--- config.mk ---
export PLATFORM = sky130hd
export DESIGN_NAME = hsb_device_flat
export DESIGN_NICKNAME = d
export VERILOG_FILES = /design/src/shared/hsb_pkg.sv /design/src/shared/hsb_link_if.sv /design/src/verilog/hsb_device.sv /design/src/flat_wrapper.sv
export SDC_FILE = /design/constraint.sdc
export NUM_CORES = 2
export LEC_CHECK = 0
export ABC_CLOCK_PERIOD_IN_PS = 112700
export BUFFER_PORTS_ARGS = -buffer_cell sky130_fd_sc_hd__buf_2
export CAP_MARGIN = 10
export CORE_MARGIN = 1
export CORE_UTILIZATION = 30
export DETAILED_ROUTE_END_ITERATION = 10
export PLACE_DENSITY = 0.45
export SLEW_MARGIN = 20
export SYNTH_ARGS = -nofsm -noshare
export SYNTH_HDL_FRONTEND = slang
export SYNTH_SLANG_ARGS = --single-unit
--- constraint.sdc ---
create_clock -name i_core_clk -period 112.7 [get_ports i_core_clk]
set_input_delay 5.635 -clock i_core_clk [delete_from_list [all_inputs] [get_ports i_core_clk]]
set_output_delay 5.635 -clock i_core_clk [all_outputs]
set_load 0.02 [all_outputs]
--- src/shared/hsb_pkg.sv ---
// Shared constants and types for the host serial buffered port
package hsb_pkg;
   localparam int unsigned CLK_HZ          = 50_000_000;
   localparam logic [2:0]  BAUD_SEL_RESET  = 3'h3;
   localparam int unsigned IN_BUF_DEPTH    = 128;
   localparam int unsigned OUT_BUF_DEPTH   = 128;
   localparam int unsigned CTS_OFF_FREE    = 17;
   localparam int unsigned CTS_ON_FREE     = 34;
   localparam int unsigned MAX_PACKET      = 100;
   localparam int unsigned PKT_TIMEOUT_BIT = 3;
   localparam int unsigned DATA_BITS       = 8;
   localparam logic [1:0]  CTS_CFG_FLOW    = 2'h1;
   localparam logic [1:0]  RTS_CFG_FLOW    = 2'h1;

   typedef enum logic [1:0] {HSB_IDLE, HSB_START, HSB_DATA, HSB_STOP} hsb_state_t;

   // Bit period in clock cycles for each baud selection code
   function automatic logic [15:0] hsb_bit_cycles(input logic [2:0] sel);
      logic [31:0] bps;
      case (sel)
         3'h0:    bps = 32'd1200;
         3'h1:    bps = 32'd2400;
         3'h2:    bps = 32'd4800;
         3'h3:    bps = 32'd9600;
         3'h4:    bps = 32'd19200;
         3'h5:    bps = 32'd38400;
         3'h6:    bps = 32'd57600;
         default: bps = 32'd115200;
      endcase
      hsb_bit_cycles = 16'(CLK_HZ / bps);
   endfunction : hsb_bit_cycles
endpackage : hsb_pkg

--- src/shared/hsb_link_if.sv ---
// Serial link between the host and the wireless module
`timescale 1ns/1ps
interface hsb_link_if;
   logic host_to_dev;
   logic dev_to_host;
   logic cts_n;
   logic rts_n;
   modport device (input host_to_dev, input rts_n, output dev_to_host, output cts_n);
   modport host (output host_to_dev, output rts_n, input dev_to_host, input cts_n);
endinterface : hsb_link_if

--- src/verilog/hsb_device.sv ---
// Wireless module serial port: input/output buffers, UART, flow control
`timescale 1ns/1ps
module hsb_device #(
   parameter int unsigned IN_DEPTH  = hsb_pkg::IN_BUF_DEPTH,
   parameter int unsigned OUT_DEPTH = hsb_pkg::OUT_BUF_DEPTH,
   parameter int unsigned PKT_MAX   = hsb_pkg::MAX_PACKET
) (
   input  wire logic       i_core_clk,
   input  wire logic       i_sys_rst,
   hsb_link_if.device      link,
   input  wire logic [2:0] i_baud_select,
   input  wire logic       i_baud_load,
   input  wire logic [1:0] i_cts_pin_config,
   input  wire logic [1:0] i_rts_pin_config,
   input  wire logic [7:0] i_packetization_timeout,
   input  wire logic       i_radio_rx_busy,
   input  wire logic       i_radio_rx_valid,
   input  wire logic [7:0] i_radio_rx_data,
   output logic            o_radio_tx_valid,
   output logic      [7:0] o_radio_tx_data,
   output logic            o_radio_tx_last,
   input  wire logic       i_radio_tx_ready,
   output logic            o_radio_rx_drop,
   output logic            o_frame_error
);
   localparam int IAW = $clog2(IN_DEPTH);
   localparam int OAW = $clog2(OUT_DEPTH);

   logic [2:0]  baud_select;
   logic [15:0] bit_cycles;
   assign bit_cycles = hsb_pkg::hsb_bit_cycles(baud_select);

   always_ff @(posedge i_core_clk) begin
      if (i_sys_rst) baud_select <= hsb_pkg::BAUD_SEL_RESET;
      else if (i_baud_load) baud_select <= i_baud_select;
   end

   // Input synchronisers
   logic rx_s1, rx_s2, rts_s1, rts_s2;
   always_ff @(posedge i_core_clk) begin
      if (i_sys_rst) begin
         rx_s1  <= 1'b1;
         rx_s2  <= 1'b1;
         rts_s1 <= 1'b1;
         rts_s2 <= 1'b1;
      end else begin
         rx_s1  <= link.host_to_dev;
         rx_s2  <= rx_s1;
         rts_s1 <= link.rts_n;
         rts_s2 <= rts_s1;
      end
   end

   // Serial receiver
   hsb_pkg::hsb_state_t rx_st;
   logic [15:0] rx_cnt;
   logic [2:0]  rx_bit;
   logic [7:0]  rx_sh;
   logic        rx_done;
   always_ff @(posedge i_core_clk) begin
      rx_done <= 1'b0;
      if (i_sys_rst) begin
         rx_st         <= hsb_pkg::HSB_IDLE;
         rx_cnt        <= 16'h0000;
         rx_bit        <= 3'h0;
         rx_sh         <= 8'h00;
         o_frame_error <= 1'b0;
      end else begin
         o_frame_error <= 1'b0;
         case (rx_st)
            hsb_pkg::HSB_IDLE: if (!rx_s2) begin
               rx_st  <= hsb_pkg::HSB_START;
               rx_cnt <= {1'b0, bit_cycles[15:1]};
            end
            hsb_pkg::HSB_START: if (rx_cnt == 16'h0000) begin
               rx_st  <= rx_s2 ? hsb_pkg::HSB_IDLE : hsb_pkg::HSB_DATA;
               rx_cnt <= bit_cycles - 16'h0001;
               rx_bit <= 3'h0;
            end else rx_cnt <= rx_cnt - 16'h0001;
            hsb_pkg::HSB_DATA: if (rx_cnt == 16'h0000) begin
               rx_sh  <= {rx_s2, rx_sh[7:1]};
               rx_cnt <= bit_cycles - 16'h0001;
               rx_bit <= rx_bit + 3'h1;
               if (rx_bit == 3'h7) rx_st <= hsb_pkg::HSB_STOP;
            end else rx_cnt <= rx_cnt - 16'h0001;
            hsb_pkg::HSB_STOP: if (rx_cnt == 16'h0000) begin
               rx_st         <= hsb_pkg::HSB_IDLE;
               rx_done       <= rx_s2;
               o_frame_error <= !rx_s2;
            end else rx_cnt <= rx_cnt - 16'h0001;
            default: rx_st <= hsb_pkg::HSB_IDLE;
         endcase
      end
   end

   // Host input buffer; ring is a power of two so pointer bits index it directly
   logic [7:0] in_mem [2**IAW];
   logic [IAW:0] in_wp, in_rp, in_used, in_free;
   logic in_push, in_pop, in_full, in_empty;
   assign in_used  = in_wp - in_rp;
   assign in_free  = (IAW+1)'(IN_DEPTH) - in_used;
   assign in_full  = in_used == (IAW+1)'(IN_DEPTH);
   assign in_empty = in_used == '0;
   assign in_push  = rx_done && !in_full;

   // Packetizer: drains only when no radio reception is active
   logic [7:0]  pkt_cnt;
   logic [17:0] idle_cnt;
   logic [17:0] idle_limit;
   // Slowest rate times three overflows 16 bits
   assign idle_limit = 18'(bit_cycles) * 18'(hsb_pkg::PKT_TIMEOUT_BIT);
   logic [7:0]  idle_chars;
   logic        sending;
   assign o_radio_tx_valid = sending && !in_empty && !i_radio_rx_busy;
   assign in_pop           = o_radio_tx_valid && i_radio_tx_ready;
   assign o_radio_tx_data  = in_mem[in_rp[IAW-1:0]];
   assign o_radio_tx_last  = (pkt_cnt == 8'(PKT_MAX - 1)) || (in_used == (IAW+1)'(1));

   always_ff @(posedge i_core_clk) begin
      if (in_push) in_mem[in_wp[IAW-1:0]] <= rx_sh;
   end

   always_ff @(posedge i_core_clk) begin
      if (i_sys_rst) begin
         in_wp      <= '0;
         in_rp      <= '0;
         pkt_cnt    <= 8'h00;
         idle_cnt   <= 18'h00000;
         idle_chars <= 8'h00;
         sending    <= 1'b0;
      end else begin
         if (in_push) in_wp <= in_wp + 1'b1;
         if (in_pop) begin
            in_rp   <= in_rp + 1'b1;
            pkt_cnt <= o_radio_tx_last ? 8'h00 : pkt_cnt + 8'h01;
            if (o_radio_tx_last) sending <= 1'b0;
         end
         // Timeout counted in units of three bit times of silence on the input
         if (in_push || rx_st != hsb_pkg::HSB_IDLE) begin
            idle_cnt   <= 18'h00000;
            idle_chars <= 8'h00;
         end else if (idle_cnt >= idle_limit) begin
            idle_cnt <= 18'h00000;
            if (idle_chars != 8'hFF) idle_chars <= idle_chars + 8'h01;
         end else idle_cnt <= idle_cnt + 18'h00001;
         if (!sending && !in_empty &&
             (idle_chars >= i_packetization_timeout ||
              in_used >= (IAW+1)'(PKT_MAX))) sending <= 1'b1;
      end
   end

   // Clear-to-send with hysteresis, active low
   logic cts_n;
   always_ff @(posedge i_core_clk) begin
      if (i_sys_rst) cts_n <= 1'b0;
      else if (in_free <= (IAW+1)'(hsb_pkg::CTS_OFF_FREE)) cts_n <= 1'b1;
      else if (in_free >= (IAW+1)'(hsb_pkg::CTS_ON_FREE)) cts_n <= 1'b0;
   end
   assign link.cts_n = (i_cts_pin_config == hsb_pkg::CTS_CFG_FLOW) ? cts_n : 1'b0;

   // Host output buffer
   logic [7:0] out_mem [2**OAW];
   logic [OAW:0] out_wp, out_rp;
   logic out_full, out_empty, out_push, out_pop, rts_ok;
   assign out_full  = (out_wp - out_rp) == (OAW+1)'(OUT_DEPTH);
   assign out_empty = out_wp == out_rp;
   assign out_push  = i_radio_rx_valid && !out_full;
   assign o_radio_rx_drop = i_radio_rx_valid && out_full;
   assign rts_ok = (i_rts_pin_config != hsb_pkg::RTS_CFG_FLOW) || !rts_s2;

   hsb_pkg::hsb_state_t tx_st;
   logic [15:0] tx_cnt;
   logic [2:0]  tx_bit;
   logic [7:0]  tx_sh;
   logic        tx_line;
   assign out_pop = tx_st == hsb_pkg::HSB_IDLE && !out_empty && rts_ok;
   assign link.dev_to_host = tx_line;

   always_ff @(posedge i_core_clk) begin
      if (out_push) out_mem[out_wp[OAW-1:0]] <= i_radio_rx_data;
   end

   always_ff @(posedge i_core_clk) begin
      if (i_sys_rst) begin
         out_wp  <= '0;
         out_rp  <= '0;
         tx_st   <= hsb_pkg::HSB_IDLE;
         tx_cnt  <= 16'h0000;
         tx_bit  <= 3'h0;
         tx_sh   <= 8'h00;
         tx_line <= 1'b1;
      end else begin
         if (out_push) out_wp <= out_wp + 1'b1;
         case (tx_st)
            hsb_pkg::HSB_IDLE: begin
               tx_line <= 1'b1;
               if (out_pop) begin
                  out_rp  <= out_rp + 1'b1;
                  tx_sh   <= out_mem[out_rp[OAW-1:0]];
                  tx_st   <= hsb_pkg::HSB_START;
                  tx_line <= 1'b0;
                  tx_cnt  <= bit_cycles - 16'h0001;
               end
            end
            hsb_pkg::HSB_START, hsb_pkg::HSB_DATA: if (tx_cnt == 16'h0000) begin
               tx_line <= tx_sh[0];
               tx_sh   <= {1'b0, tx_sh[7:1]};
               tx_cnt  <= bit_cycles - 16'h0001;
               tx_bit  <= (tx_st == hsb_pkg::HSB_START) ? 3'h0 : tx_bit + 3'h1;
               if (tx_st == hsb_pkg::HSB_START) tx_st <= hsb_pkg::HSB_DATA;
               else if (tx_bit == 3'h7) begin
                  tx_st   <= hsb_pkg::HSB_STOP;
                  tx_line <= 1'b1;
               end
            end else tx_cnt <= tx_cnt - 16'h0001;
            hsb_pkg::HSB_STOP: if (tx_cnt == 16'h0000) tx_st <= hsb_pkg::HSB_IDLE;
               else tx_cnt <= tx_cnt - 16'h0001;
            default: tx_st <= hsb_pkg::HSB_IDLE;
         endcase
      end
   end
endmodule : hsb_device

--- src/flat_wrapper.sv ---
// flat-port wrapper written by rule: the top's interface ports become plain ports
module hsb_device_flat 
#(
   parameter int unsigned IN_DEPTH  = hsb_pkg::IN_BUF_DEPTH,
   parameter int unsigned OUT_DEPTH = hsb_pkg::OUT_BUF_DEPTH,
   parameter int unsigned PKT_MAX   = hsb_pkg::MAX_PACKET
)
  (i_core_clk, i_sys_rst, i_baud_select, i_baud_load, i_cts_pin_config, i_rts_pin_config, i_packetization_timeout, i_radio_rx_busy, i_radio_rx_valid, i_radio_rx_data, o_radio_tx_valid, o_radio_tx_data, o_radio_tx_last, i_radio_tx_ready, o_radio_rx_drop, o_frame_error, link_host_to_dev, link_rts_n, link_dev_to_host, link_cts_n);
  hsb_link_if link_i ();
  input  wire logic i_core_clk;
  input  wire logic i_sys_rst;
  input  wire logic [2:0] i_baud_select;
  input  wire logic i_baud_load;
  input  wire logic [1:0] i_cts_pin_config;
  input  wire logic [1:0] i_rts_pin_config;
  input  wire logic [7:0] i_packetization_timeout;
  input  wire logic i_radio_rx_busy;
  input  wire logic i_radio_rx_valid;
  input  wire logic [7:0] i_radio_rx_data;
  output logic o_radio_tx_valid;
  output logic      [7:0] o_radio_tx_data;
  output logic o_radio_tx_last;
  input  wire logic i_radio_tx_ready;
  output logic o_radio_rx_drop;
  output logic o_frame_error;
  input wire logic [$bits(link_i.host_to_dev)-1:0] link_host_to_dev;
  input wire logic [$bits(link_i.rts_n)-1:0] link_rts_n;
  output wire logic [$bits(link_i.dev_to_host)-1:0] link_dev_to_host;
  output wire logic [$bits(link_i.cts_n)-1:0] link_cts_n;
  assign link_i.host_to_dev = link_host_to_dev;
  assign link_i.rts_n = link_rts_n;
  assign link_dev_to_host = link_i.dev_to_host;
  assign link_cts_n = link_i.cts_n;
  hsb_device #(.IN_DEPTH(IN_DEPTH), .OUT_DEPTH(OUT_DEPTH), .PKT_MAX(PKT_MAX)) u_core (.i_core_clk(i_core_clk), .i_sys_rst(i_sys_rst), .link(link_i), .i_baud_select(i_baud_select), .i_baud_load(i_baud_load), .i_cts_pin_config(i_cts_pin_config), .i_rts_pin_config(i_rts_pin_config), .i_packetization_timeout(i_packetization_timeout), .i_radio_rx_busy(i_radio_rx_busy), .i_radio_rx_valid(i_radio_rx_valid), .i_radio_rx_data(i_radio_rx_data), .o_radio_tx_valid(o_radio_tx_valid), .o_radio_tx_data(o_radio_tx_data), .o_radio_tx_last(o_radio_tx_last), .i_radio_tx_ready(i_radio_tx_ready), .o_radio_rx_drop(o_radio_rx_drop), .o_frame_error(o_frame_error));
endmodule
==> impl_metrics.toml <==
[worst_hold_path]
hp-class = "flip-flop to flip-flop"
min_to = "u_core.rts_s2$_SDFF_PP1_"
hold_depth = 1
min-delay-start = "u_core.rts_s1$_SDFF_PP1_"

[worst_setup_path]
worstPathArrival_ns = 59.16
cpMaxStageDelayCell = "fa_1"
critPathKind = "flip-flop to flip-flop"
critPathCaptureType = "flip-flop"
crit_path_start_kind = "flip-flop"
critPathMaxFanout = 27
r2r_end = "u_core.idle_chars[5]$_SDFFE_PP0P_"
path_common_cell = "a21oi_1"
r2r_start = "u_core.baud_select[0]$_SDFFE_PP1P_"
r2r_slack_ns = 54.34
ff2ff_path_depth = 252
cp.required_ns = 113.50
cpPeakStageDelay_ns = 0.88

[sta]
fmax_mhz = 17.1
final-hold-violation-count = 0
min_period_over_period_pct = 51.8
setup_viol = 0
slew_headroom_pct = 27.7
fin_skew_ns = 0.0885
rsz0062_at_grt = "false"
fin_crit_ns = 58.36
worst_pin_slew_ns = 1.08
tns_ns = 0
holdWs_ns = 0.407
slew_viol_final = 0

[placement]
place_congestion = 0.870
portBuffers = 44
dp_hpwl_mm = 209
place_area_um2 = 111000
dp.cells = 11409

[die]
num_rows = 217
initial_core_util_pct = 30.2
die_area_um2 = 354000
io_pins = 45
die_y_um = 595
fp.dieW_um = 595
coreArea_um2 = 349000

[cells_and_area]
ff_latch_area_um2 = 64600
nets = 7371
final_cell_count_no_fill = 11843
multi_input_area_um2 = 39000
fillers = 33545
area_growth_pct = 12.2
final_area_um2 = 118000
drive_gt1_share_pct = 18.5

[clock_network]
cts_root_buf = "clkbuf_16"
cts_num_sinks = 2198
htreeDepth = 4
cts_tree = "yes"
cts_made_buffers = 238
hold_buffers = 0
path_clk_slew_ns = 0.07
cts_setup_buffers = 0
clk_path_buf_depth = 4
clock_latency_ns = 0.89
ctsResizeCount = 0

[logic_synthesis]
yosysSeqAreaShare_pct = 61.2
synth_warnings = 0
synth_top_area_cell = "edfxtp_1"
synth_seq_cells = 2198
netlist_area_um2 = 105000
postSynthAreaPerCell_um2 = 15.1
synth_cells = 6996
synth.distinct_cells = 137
synthArstFlopShare_pct = 0
synthTopCellsByCount = "edfxtp_1, mux4_2, nor2_1, nand2_1, a21oi_1"
synth.most_common_cell = "edfxtp_1"
synth_edf_count = 2048
ys.flop_type = "edfxtp_1"
synth.top_cell.area_share_pct = 58.3
synth.top_cells.by_area = "edfxtp_1, mux4_2, ha_1"

[status]
status = "finished, final reports clean"

[routing]
viasPerCell = 5.38
drc = 0
vias = 63722
routedWlPerCell_um = 27.1
drtPass1Iterations = 6
routed_wl_mm = 321
drtIter0Drc = 6055
ant_nets = 0

[grt]
grtUsageTotal_pct = 17.8
grt_first_pass_wirelength_mm = 465
grt_pass1_vias = 64009
grt_max_degree = 105
grt_overflow_total = 0
antenna_found_initial = 12

[run]
max_cap_violations = 0
==> cell usage in the layout, fill, tap and decap left out, types with 60 or more instances in the layout <==
cell type	count
clkbuf_16	238
mux2i_1	60
buf_4	120
a31oi_1	68
inv_1	152
xor2_1	102
nor2_1	652
clkbuf_1	65
nor2b_1	60
edfxtp_1	2048
dfxtp_1	133
nand3_1	148
ha_1	282
a21oi_1	300
xnor2_1	160
nand4_1	67
mux4_2	672
nand2_1	383
nor3_1	106
a21o_1	94
o21ai_0	196
==> layer usage <==
layer	wire length, um	track usage, %	part of all wire (%)	vias up
met2	150000	28.5	47	1810
met5	13	0	0.0040	-
met3	15400	2.29	4.8	425
met1	148000	25.5	46	33423
li1	-	-	-	28062
met4	7800	4.21	2.4	2
==> area by class of cell <==
cell class / instances / area share [%]
timing repair buffer: 160 / 0.985
tap: 4599 / 4.86
inverter: 165 / 0.525
sequential: 2198 / 54.6
clock inverter: 118 / 0.792
antenna: 3 / 0.00634
clock buffer: 311 / 5.33
multi-input combinational: 4289 / 32.9
==> metrics by stage <==
step / setup WS, ns / utilization (%)
5_1_grt: 49.35 / 33.9
3_3_place_gp: 56.27 / 31.8
4_1_cts: 55.17 / 33.9
6_report: 54.34 / 33.9
3_5_place_dp: 55.44 / 31.8
2_1_floorplan: 64.08 / -
==> how the worst max path moves through the flow <==
stage | from | to | slack, ns | depth (start not counted)
2_1_floorplan | u_core.baud_select[0]$_SDFFE_PP1P_ | u_core.idle_cnt[10]$_SDFF_PP0_ | 64.08 | 282
3_3_place_gp | u_core.baud_select[0]$_SDFFE_PP1P_ | u_core.idle_chars[7]$_SDFFE_PP0P_ | 56.27 | 256
3_5_place_dp | u_core.baud_select[0]$_SDFFE_PP1P_ | u_core.idle_chars[5]$_SDFFE_PP0P_ | 55.44 | 254
4_1_cts | u_core.baud_select[0]$_SDFFE_PP1P_ | u_core.idle_chars[5]$_SDFFE_PP0P_ | 55.17 | 254
5_1_grt | u_core.baud_select[0]$_SDFFE_PP1P_ | u_core.idle_chars[7]$_SDFFE_PP0P_ | 49.35 | 258
6_report | u_core.baud_select[0]$_SDFFE_PP1P_ | u_core.idle_chars[5]$_SDFFE_PP0P_ | 54.34 | 252
==> flip-flops by register name, summed over array words and instances, names as in the netlist, 2 cells and up, named ones only <==
signal / cells
u_core.baud_select: 3
u_core.idle_chars: 8
u_core.idle_cnt: 18
u_core.in_mem: 1024
u_core.in_rp: 8
u_core.in_wp: 8
u_core.out_mem: 1024
u_core.out_rp: 8
u_core.out_wp: 8
u_core.pkt_cnt: 8
u_core.rx_bit: 3
u_core.rx_cnt: 16
u_core.rx_sh: 8
u_core.tx_bit: 3
u_core.tx_cnt: 16
u_core.tx_sh: 8
u_core.tx_st: 2
==> kinds of logic (layout without fill, tap and decap cells) <==
group                      Yosys count  in the layout  share of synthesized area (%)
DFF                               2198           2198                           61.2
muxes                              780            780                           15.5
and+or+nand+nor                   1767           1767                           8.07
xor gates and xnor gates           262            262                           2.18
AOI/OAI and AO/OA                 1185           1185                           7.74
buffers and inverters              514            754                           1.92
other                                2             10                        0.00712
adders and majority gates          288            288                           3.44
==> critical path, delay by kind of cell (launching register included) <==
kind            cells  cell delay, ns
flops               1            0.30
simple gates       84           16.83
compound gates    123           25.78
fa+ha+maj          24            8.33
mux                 3            1.24
xor+xnor            3            0.66
buf+inv            15            4.89
Power is not shown: default switching activity piles up to over one toggle a cycle in this logic, so the estimate is an artifact.
